File: src/rtl/cirq_pkg.sv
// Shared constants and carrier types for the interrupt and I/O limit slice
package cirq_pkg;

   // ------------------------------------------------------------------
   // Configuration offsets (byte addresses in configuration space)
   // ------------------------------------------------------------------
   localparam logic [7:0]  CIRQ_OFF_IO_WIN0_LIMIT  = 8'h30;
   localparam logic [7:0]  CIRQ_OFF_IO_WIN1_LIMIT  = 8'h38;
   localparam logic [7:0]  CIRQ_OFF_IRQ_SCRATCH    = 8'h3C;
   localparam logic [7:0]  CIRQ_OFF_IRQ_PIN        = 8'h3D;

   // ------------------------------------------------------------------
   // Field positions and counts
   // ------------------------------------------------------------------
   localparam int          CIRQ_LIMIT_LSB          = 2;
   localparam int          CIRQ_LIMIT_MSB          = 15;
   localparam int          CIRQ_PIN_LANE           = 1;
   localparam int          CIRQ_NUM_FUNC           = 3;
   localparam int          CIRQ_NUM_WIN            = 2;
   localparam int          CIRQ_PAIR_MERGE_BIT     = 29;
   localparam int          CIRQ_ALL_MERGE_BIT      = 28;

   // ------------------------------------------------------------------
   // Reset and fixed read values
   // ------------------------------------------------------------------
   localparam logic [31:0] CIRQ_LIMIT_RESET        = 32'h0000_0000;
   localparam logic [7:0]  CIRQ_SCRATCH_RESET      = 8'hFF;
   localparam logic [7:0]  CIRQ_PIN_FIRST          = 8'h01;
   localparam logic [7:0]  CIRQ_PIN_SECOND         = 8'h02;
   localparam logic [7:0]  CIRQ_PIN_THIRD          = 8'h03;
   localparam logic [31:0] CIRQ_READ_ZERO          = 32'h0000_0000;

   // ------------------------------------------------------------------
   // Carrier types
   // ------------------------------------------------------------------
   typedef struct packed
   {
      logic        rd;
      logic        wr;
      logic [1:0]  func;
      logic [7:0]  addr;
      logic [3:0]  be;
      logic [31:0] wdata;
   } cirq_cfg_req_s;

   typedef struct packed
   {
      logic [31:0] win1_limit;
      logic [31:0] win0_limit;
      logic [7:0]  scratch;
   } cirq_func_state_s;

endpackage

File: src/rtl/cirq_func_regs.sv
// Writable configuration registers of one function
`timescale 1ns/1ps

module cirq_func_regs
   import cirq_pkg::*;
#(
   parameter bit       HAS_IO_WINDOWS = 1'b1
)
(
   input  wire logic             clk,
   input  wire logic             rst,
   input  wire logic             wr_en,
   input  wire logic [7:0]       addr,
   input  wire logic [3:0]       be,
   input  wire logic [31:0]      wdata,
   output cirq_func_state_s      state
);

   cirq_func_state_s state_reg;
   cirq_func_state_s state_next;

   // ------------------------------------------------------------------
   // Next values
   // ------------------------------------------------------------------
   always_comb
   begin
      state_next = state_reg;
      if (wr_en && HAS_IO_WINDOWS && addr == CIRQ_OFF_IO_WIN0_LIMIT)
      begin
         if (be[0])
            state_next.win0_limit[7:CIRQ_LIMIT_LSB] =
               wdata[7:CIRQ_LIMIT_LSB];
         if (be[1])
            state_next.win0_limit[CIRQ_LIMIT_MSB:8] =
               wdata[CIRQ_LIMIT_MSB:8];
      end
      else if (wr_en && HAS_IO_WINDOWS &&
               addr == CIRQ_OFF_IO_WIN1_LIMIT)
      begin
         if (be[0])
            state_next.win1_limit[7:CIRQ_LIMIT_LSB] =
               wdata[7:CIRQ_LIMIT_LSB];
         if (be[1])
            state_next.win1_limit[CIRQ_LIMIT_MSB:8] =
               wdata[CIRQ_LIMIT_MSB:8];
      end
      else if (wr_en && addr == CIRQ_OFF_IRQ_SCRATCH && be[0])
      begin
         state_next.scratch = wdata[7:0];
      end
   end

   // ------------------------------------------------------------------
   // Registers
   // ------------------------------------------------------------------
   always_ff @(posedge clk)
   begin
      if (rst)
      begin
         state_reg.win0_limit <= CIRQ_LIMIT_RESET;
         state_reg.win1_limit <= CIRQ_LIMIT_RESET;
         state_reg.scratch    <= CIRQ_SCRATCH_RESET;
      end
      else
      begin
         state_reg <= state_next;
      end
   end

   assign state = state_reg;

endmodule

File: src/rtl/cirq_config_irq_io_limit_regs.sv
// Configuration slice: I/O window limits, interrupt line and interrupt pin
`timescale 1ns/1ps

module cirq_config_irq_io_limit_regs
   import cirq_pkg::*;
(
   input  wire logic                   clk,
   input  wire logic                   rst,
   input  wire cirq_cfg_req_s          cfg_req,
   output logic [31:0]                 cfg_rdata,
   output logic                        cfg_rvalid,
   input  wire logic [1:0][1:0][31:0]  io_window_base,
   input  wire logic                   pair_irq_merge,
   input  wire logic                   all_irq_merge,
   input  wire logic [2:0]             func_irq,
   output logic [1:0][1:0]             io_window_en,
   output logic [2:0]                  shared_irq
);

   // ------------------------------------------------------------------
   // Per-function register slices
   // ------------------------------------------------------------------
   cirq_func_state_s [CIRQ_NUM_FUNC-1:0] func_state;
   logic [CIRQ_NUM_FUNC-1:0]             func_wr;

   genvar g;
   generate
      for (g = 0; g < CIRQ_NUM_FUNC; g = g + 1)
      begin : gen_func
         assign func_wr[g] = cfg_req.wr && (cfg_req.func == 2'(g));
         cirq_func_regs
         #(
            .HAS_IO_WINDOWS (g < CIRQ_NUM_WIN)
         )
         u_regs
         (
            .clk            (clk),
            .rst            (rst),
            .wr_en          (func_wr[g]),
            .addr           (cfg_req.addr),
            .be             (cfg_req.be),
            .wdata          (cfg_req.wdata),
            .state          (func_state[g])
         );
      end
   endgenerate

   // ------------------------------------------------------------------
   // Interrupt pin report per function
   // ------------------------------------------------------------------
   logic [7:0] pin_value [CIRQ_NUM_FUNC];

   always_comb
   begin
      pin_value[0] = CIRQ_PIN_FIRST;
      pin_value[1] = CIRQ_PIN_SECOND;
      pin_value[2] = CIRQ_PIN_THIRD;
      if (all_irq_merge)
      begin
         pin_value[1] = CIRQ_PIN_FIRST;
         pin_value[2] = CIRQ_PIN_FIRST;
      end
      else if (pair_irq_merge)
      begin
         pin_value[1] = CIRQ_PIN_FIRST;
      end
   end

   // ------------------------------------------------------------------
   // Configuration read path
   // ------------------------------------------------------------------
   logic [31:0] rdata_reg;
   logic [31:0] rdata_next;
   logic        rvalid_reg;
   logic        rvalid_next;
   logic [7:0]  dword_addr;
   logic [7:0]  irq_pin_report_value;

   assign dword_addr = {cfg_req.addr[7:2], 2'b00};

   always_comb
   begin
      rdata_next           = CIRQ_READ_ZERO;
      rvalid_next          = cfg_req.rd;
      irq_pin_report_value = 8'h00;
      if (cfg_req.func < CIRQ_NUM_FUNC)
      begin
         irq_pin_report_value = pin_value[cfg_req.func];
      end
      if (!cfg_req.rd || cfg_req.func >= CIRQ_NUM_FUNC)
      begin
         rdata_next = CIRQ_READ_ZERO;
      end
      else if (dword_addr == CIRQ_OFF_IO_WIN0_LIMIT &&
               cfg_req.func < CIRQ_NUM_WIN)
      begin
         rdata_next[CIRQ_LIMIT_MSB:CIRQ_LIMIT_LSB] =
            func_state[cfg_req.func].win0_limit
               [CIRQ_LIMIT_MSB:CIRQ_LIMIT_LSB];
      end
      else if (dword_addr == CIRQ_OFF_IO_WIN1_LIMIT &&
               cfg_req.func < CIRQ_NUM_WIN)
      begin
         rdata_next[CIRQ_LIMIT_MSB:CIRQ_LIMIT_LSB] =
            func_state[cfg_req.func].win1_limit
               [CIRQ_LIMIT_MSB:CIRQ_LIMIT_LSB];
      end
      else if (dword_addr == CIRQ_OFF_IRQ_SCRATCH)
      begin
         rdata_next[7:0]  = func_state[cfg_req.func].scratch;
         rdata_next[15:8] = irq_pin_report_value;
      end
      else
      begin
         rdata_next = CIRQ_READ_ZERO;
      end
   end

   always_ff @(posedge clk)
   begin
      if (rst)
      begin
         rdata_reg  <= CIRQ_READ_ZERO;
         rvalid_reg <= 1'b0;
      end
      else
      begin
         rdata_reg  <= rdata_next;
         rvalid_reg <= rvalid_next;
      end
   end

   assign cfg_rdata  = rdata_reg;
   assign cfg_rvalid = rvalid_reg;

   // ------------------------------------------------------------------
   // I/O window forwarding enables
   // ------------------------------------------------------------------
   logic [1:0][1:0] win_en_reg;
   logic [1:0][1:0] win_en_next;

   always_comb
   begin
      for (int f = 0; f < CIRQ_NUM_WIN; f++)
      begin
         win_en_next[f][0] = (io_window_base[f][0] != CIRQ_LIMIT_RESET) ||
                             (func_state[f].win0_limit !=
                              CIRQ_LIMIT_RESET);
         win_en_next[f][1] = (io_window_base[f][1] != CIRQ_LIMIT_RESET) ||
                             (func_state[f].win1_limit !=
                              CIRQ_LIMIT_RESET);
      end
   end

   always_ff @(posedge clk)
   begin
      if (rst)
      begin
         win_en_reg <= '0;
      end
      else
      begin
         win_en_reg <= win_en_next;
      end
   end

   assign io_window_en = win_en_reg;

   // ------------------------------------------------------------------
   // Internal interrupt wiring onto the shared pins
   // ------------------------------------------------------------------
   logic [2:0] irq_reg;
   logic [2:0] irq_next;

   always_comb
   begin
      irq_next = func_irq;
      if (all_irq_merge)
      begin
         irq_next = {2'b00, |func_irq};
      end
      else if (pair_irq_merge)
      begin
         irq_next = {func_irq[2], 1'b0,
                     func_irq[0] | func_irq[1]};
      end
   end

   always_ff @(posedge clk)
   begin
      if (rst)
      begin
         irq_reg <= 3'h0;
      end
      else
      begin
         irq_reg <= irq_next;
      end
   end

   assign shared_irq = irq_reg;

endmodule

File: config.mk
export PLATFORM = sky130hd
export DESIGN_NAME = cirq_config_irq_io_limit_regs
export DESIGN_NICKNAME = d
export VERILOG_FILES = /design/src/rtl/cirq_pkg.sv /design/src/rtl/cirq_func_regs.sv /design/src/rtl/cirq_config_irq_io_limit_regs.sv
export SDC_FILE = /design/constraint.sdc
export NUM_CORES = 1
export LEC_CHECK = 0
export ABC_AREA = 1
export BUFFER_PORTS_ARGS = -buffer_cell sky130_fd_sc_hd__buf_2
export CORE_MARGIN = 5
export CORE_UTILIZATION = 54
export CTS_BUF_LIST = sky130_fd_sc_hd__clkbuf_4 sky130_fd_sc_hd__clkbuf_8
export CTS_CLUSTER_DIAMETER = 120
export DETAILED_ROUTE_END_ITERATION = 6
export GPL_ROUTABILITY_DRIVEN = 0
export HOLD_SLACK_MARGIN = 0.03
export PLACE_DENSITY = 0.88
export SYNTH_ARGS = -nofsm -noshare
export SYNTH_HDL_FRONTEND = slang
export SYNTH_SLANG_ARGS = --single-unit
File: constraint.sdc
create_clock -name clk -period 1.9 [get_ports clk]
set_input_delay 0.095 -clock clk [delete_from_list [all_inputs] [get_ports clk]]
set_output_delay 0.095 -clock clk [all_outputs]
set_load 0.005 [all_outputs]
# [After elaboration in Yosys (flattened, before gate mapping)]
# Cells that the tools add are included.
# W data, S select, Z words.
[word_totals] n_memories=0 out_inout_bits=40 ff_bits=120 latch_bits=0 input_bits=183 ramBits=0 romBits=0 word_cells=99
[op_classes] n_mux=14 n_bitwise=7 addsub=0 shift=0 n_div=0 order_cmp=5 n_reduce_logical=45 eq_ne=8 n_mul=0
[ops] cell="$reduce_bool A32 Y1" n=8
[ops] cell="$bmux W72 S2" n=1
[ops] cell="$mux W56" n=1
[ops] cell="$mux W14" n=2
[ops] cell="$eq A8 B6 Y1 const B" n=3
[ops] cell="$mux W8" n=3
[ops] cell="$eq A6 B4 Y1 const B" n=3
[ops] cell="$reduce_and A3 Y1" n=6
[ops] cell="$bmux W8 S2" n=1
[ops] cell="$mux W16" n=1
[ops] cell="$logic_and A1 B1 Y1" n=15
[ops] cell="$reduce_and A2 Y1" n=4
[ops] cell="$mux W2" n=3
[ops] cell="$reduce_or A3 Y1" n=2
[ops] cell="$logic_or A1 B1 Y1" n=5
[ops] cell="$not A1 Y1" n=5
[ops] cell="$reduce_or A5 Y1" n=1
[ops] cell="$lt A2 B2 Y1 const B" n=2
[ops] cell="$reduce_or A2 Y1" n=2
[ops] cell="$ge A3 B3 Y1 const B" n=1
[ops] cell="$lt A2 B3 Y1 const B" n=1
[ops] cell="$not A2 Y3" n=1
[ops] cell="$eq A2 B1 Y1 const B" n=1
[ops] cell="$eq A2 B2 Y1 const B" n=1
[ops] cell="5 further kinds" n=6

# [Depth between registers and ports, before layout]
[logic_depth] ltp_word=9 ltp_mapped=10 depth_no_buf=8

# [By module]
# From an unflattened synthesis, not the netlist that was laid out.
[hier_totals] cells_unflattened=1176 area_unflattened_um2=7285.7
[modules_own_cells] mod="cirq_func_regs at gen_func[0].u_regs ..." seq_area_each_um2=720.7 area_each_um2=1846.8 cells_each=252 n_inst=2
[modules_own_cells] mod="cirq_config_irq_io_limit_regs" seq_area_each_um2=480.5 area_each_um2=2722.6 cells_each=564 n_inst=1
[modules_own_cells] mod="cirq_func_regs at gen_func[2].u_regs" seq_area_each_um2=160.2 area_each_um2=869.6 cells_each=108 n_inst=1

# [Worst setup path after synthesis]
# OpenSTA, ideal clock, no wires.
[synth_path] path_type="in2reg" from="input port cfg_req[45] (netlist name)" to="register gen_func[0].u_regs.state_reg (netlist bit gen_func[0].u_regs.state[43])" required_ns=1.787 t_arrival_ns=1.059 path_stages=10 setup_slack_ns=0.728 cell_sequence="buf_6 > inv_4 > nand2_4 > nor2_4 > inv_1 > nor2_2 > buf_4 > nand4_1 > nand2_1 > nor2_1"
[synth_via] elab_chain_len=5 elab_cells_between_ends=6 classes_between="1 x bitwise; 5 x reduce/logical"
[synth_rtl] item="start, declared" line="cirq_config_irq_io_limit_regs.sv:9" rtl="input wire cirq_cfg_req_s cfg_req,"
[synth_rtl] item="$logic_not A2 Y1 *" line="cirq_config_irq_io_limit_regs.sv:30" rtl="assign func_wr[g] = cfg_req.wr && (cfg_req.func == 2'(g));"
[synth_rtl] item="$logic_and A1 B1 Y1 *" line="cirq_config_irq_io_limit_regs.sv:30"
[synth_rtl] item="$logic_and A1 B1 Y1" line="cirq_func_regs.sv:28" rtl="if (wr_en && HAS_IO_WINDOWS && addr == CIRQ_OFF_IO_WIN0_LIMIT)"
[synth_rtl] item="$not A1 Y1 (no line)"
[synth_rtl] item="$reduce_and A3 Y1 (no line) *"
[synth_rtl] item="end signal, assigned" line="cirq_func_regs.sv:66" rtl="state_reg <= state_next;"
[synth_rtl] item="end, declared" line="cirq_func_regs.sv:19" rtl="cirq_func_state_s state_reg;"
# Every way passes the cells marked *; elsewhere a longest branch is shown, timed or not.
# A chain may end at the register's enable or synchronous reset.

# [Worst setup path in the final report]
[layout_path] from="input port rst" to="register irq_reg[1] (netlist: shared_irq[1])"
[layout_via] elab_chain_len=1
[layout_rtl] item="start, declared" line="cirq_config_irq_io_limit_regs.sv:8" rtl="input wire logic rst,"
[layout_rtl] item="$reduce_or A3 Y1 (no line)"
[layout_rtl] item="end signal, assigned" line="cirq_config_irq_io_limit_regs.sv:197" rtl="irq_reg <= irq_next;"
[layout_rtl] item="end, declared" line="cirq_config_irq_io_limit_regs.sv:172" rtl="logic [2:0] irq_reg;"
# No other way between the ends.

==> results.cfg <==
[clocking]
cts.sinks = 104
post_cts_buffers = 0
cts_tree = yes
clkLatencyLatePin_ps = 390
path_clk_slew_ps = 110
clock_tree.root_cell = clkbuf_8
cts_buffers = 9
clockBufferDepth = 2
cts_max_level = 3

[logic_synthesis]
synthAdderAreaFrac_pct = 0
syn_avg_cell_area_um2 = 6.551
synthXorXnorAreaFrac_pct = 0
synth_mux_area_share_pct = 0
syn_area_um2 = 5365
ys_warn_count = 0
ys_seq_elements = 104
yosysSeqAreaShare_pct = 38.81
synth.distinct_cells = 30
yosys.area_share.simple_pct = 39.69
synth_cells = 819
synth_top_family_by_area = simple AND/OR/NAND/NOR gates
synth-compound-area-share_pct = 10.03

[global_route]
antenna_found_initial = 0
overflow = 0
grt.total_usage_pct = 26.79
grt_pass1_wl_mm = 25.36
grt_max_degree = 35
grt_pass1_vias = 5527

[min_path]
worstHoldPathCells = 4
hold_path_class = in2reg

[pwr]
power_density_nw_per_um2 = 592.2
internal_power_uw = 2927
swShare_pct = 27.76
pwr-share-comb_pct = 13.0
clkPwrFrac_pct = 33.0
ir_drop_mv = 0.4945
share_seq_of_total_power_pct = 54.0
p_switching_uw = 1125
p_leak_uw = 0.003167

[place]
port_buffers = 188
place_inst = 1131
dp_hpwl_mm = 12.60

[detailed_routing]
routedWlPerCell_um = 14.44
ant_nets = 0
drt-total-wl_mm = 16.90
drc = 0
first_pass_iters = 5
avgViaCountPerCell = 5.258
drtIter0Drc = 488
num_vias = 6157

[timing]
rsz0062_at_grt = no
timing.fmax_ghz = 0.5787
worstMarginPinSlew_ps = 549.1
fin_tns_setup_ps = 0
finalCriticalPeriod_ps = 1728
fin_skew_ps = 19.15
setup_viol = 0
finalHoldViolCount = 0
period_share_pct = 90.95
maxSlewHeadroom_pct = 63.29
drv_slew = 0

[worst_setup_path]
crit_required_ps = 2240
arrival_ps = 2070
startpoint_type = primary input
critPathMaxFanout = 21
crit_type = in2reg
r2r_cells = 5
critPathCaptureType = register

[final_layout]
area_delta_synth_final_pct = 27.52
finalNonFillerCells = 1171
drive_gt1_share_pct = 24.28
n_antenna_cell = 0
final_nets = 1216
largest_reg_flops = 80

[floorplanning]
initial_core_util_pct = 55.14
core-area_um2 = 9729
io_pins = 223
die_y_um = 109.7
die_w_um = 109.7
std_cell_rows = 36
die-area_um2 = 12030

[outcome]
status = finished clean

[run]
cap_violations = 0
==> metal layers <==
layer	vias to the layer above	GRT usage [%]	wire length [µm]
met5	-	0	0
met4	0	7.391	381
met3	42	6.224	1693
met2	320	47.38	8347
met1	2745	32.49	6482
li1	3050	-	-
==> cell families (layout without fill, tap and decap cells) <==
group	after synthesis	count (layout)
simple gates	483	483
flops	104	104
compound gates	96	96
buf+inv	135	339
other cells	1	16
==> stage by stage <==
stage | power (µW) | cell area [µm²] | util (%) | hold slack [ps] | worst slack (ps)
2_1_floorplan | 2473 | 5421 | - | 167.0 | 727.8
3_3_place_gp | 2707 | 6411 | 65.90 | 316.3 | 395.2
3_5_place_dp | 2715 | 6411 | 65.90 | 325.5 | 361.2
4_1_cts | 4046 | 6837 | 70.27 | 45.19 | 19.93
5_1_grt | 4197 | 6842 | 70.32 | 55.65 | 54.15
6_report | 4052 | 6842 | 70.32 | 47.71 | 172.0
==> timing repair <==
| action | 4_1_cts | 5_1_grt |
|---|---|---|
| endpoints found under the hold margin | 37 | 0 |
| endpoints found under the setup margin | 0 | 1 |
| hold buffers | 24 | 0 |
| resized for setup | 0 | 3 |
==> Yosys cell counts, drive strengths merged <==
library cell,number,share of area (%)
a31oi,3,0.35
o22ai,26,3.0
a22oi,1,0.14
nand3,55,5.7
or2,1,0.12
inv,91,6.4
nand2,203,15
buf,31,4.1
nor3,3,0.68
a221oi,1,0.16
nor2,172,13
o211ai,6,0.84
dfxtp,104,39
a21oi,50,4.7
clkbuf,13,0.91
o21ai,9,0.84
nand4,49,5.7
conb,1,0.070
==> final timing paths <==
path / endpoint / startpoint / slack (ps)
worst max-delay path: shared_irq[1] / rst / 170
worst min register to register: gen_func[1].u_regs.state[0] / gen_func[1].u_regs.state[0] / 470
worst max register to register: io_window_en[2] / gen_func[1].u_regs.state[16] / 820
worst min-delay path: gen_func[2].u_regs.state[0] / cfg_req[36] / 50
==> placed cells by master (no fill, tap or decap), types with 6 or more instances in the layout <==
cell | synthesis | routed
clkbuf_8 | 0 | 9
nor2_1 | 160 | 160
a21oi_1 | 50 | 50
inv_1 | 85 | 85
o211ai_1 | 6 | 6
conb_1 | 1 | 16
buf_4 | 19 | 20
nand4_1 | 49 | 49
o21ai_0 | 9 | 9
nor2_2 | 8 | 8
nand3_1 | 52 | 52
nand2_1 | 200 | 200
o22ai_1 | 26 | 26
dlygate4sd3_1 | 0 | 24
buf_2 | 7 | 188
dfxtp_1 | 104 | 104
==> cell type report <==
| class | instances | area (µm²) |
|---|---|---|
| Multi-Input combinational cell | 595 | 2728 |
| Tap cell | 133 | 166.4 |
| Timing Repair Buffer | 232 | 1331 |
| Inverter | 91 | 349.1 |
| Clock buffer | 9 | 123.9 |
| Fill cell | 846 | 2888 |
| Sequential cell | 104 | 2082 |
| Clock inverter | 7 | 61.31 |
==> power groups by stage <==
stage,combinational (µW),sequential (µW),clock (µW)
after floorplan,231,2240,0
after global placement,467,2240,0
after detailed placement,474,2240,0
after CTS,514,2190,1340
after global routing,573,2190,1430
final,527,2190,1340
==> critical path, cell delays in order <==
cell           delay (ps)
dlygate4sd3_1         540
buf_2                 140
buf_4                 190
inv_6                 160
buf_4                 230
nand2_1                70
nor2_1                 90
dlygate4sd3_1         550
No activity file was read; power rests on OpenSTA's default activity.
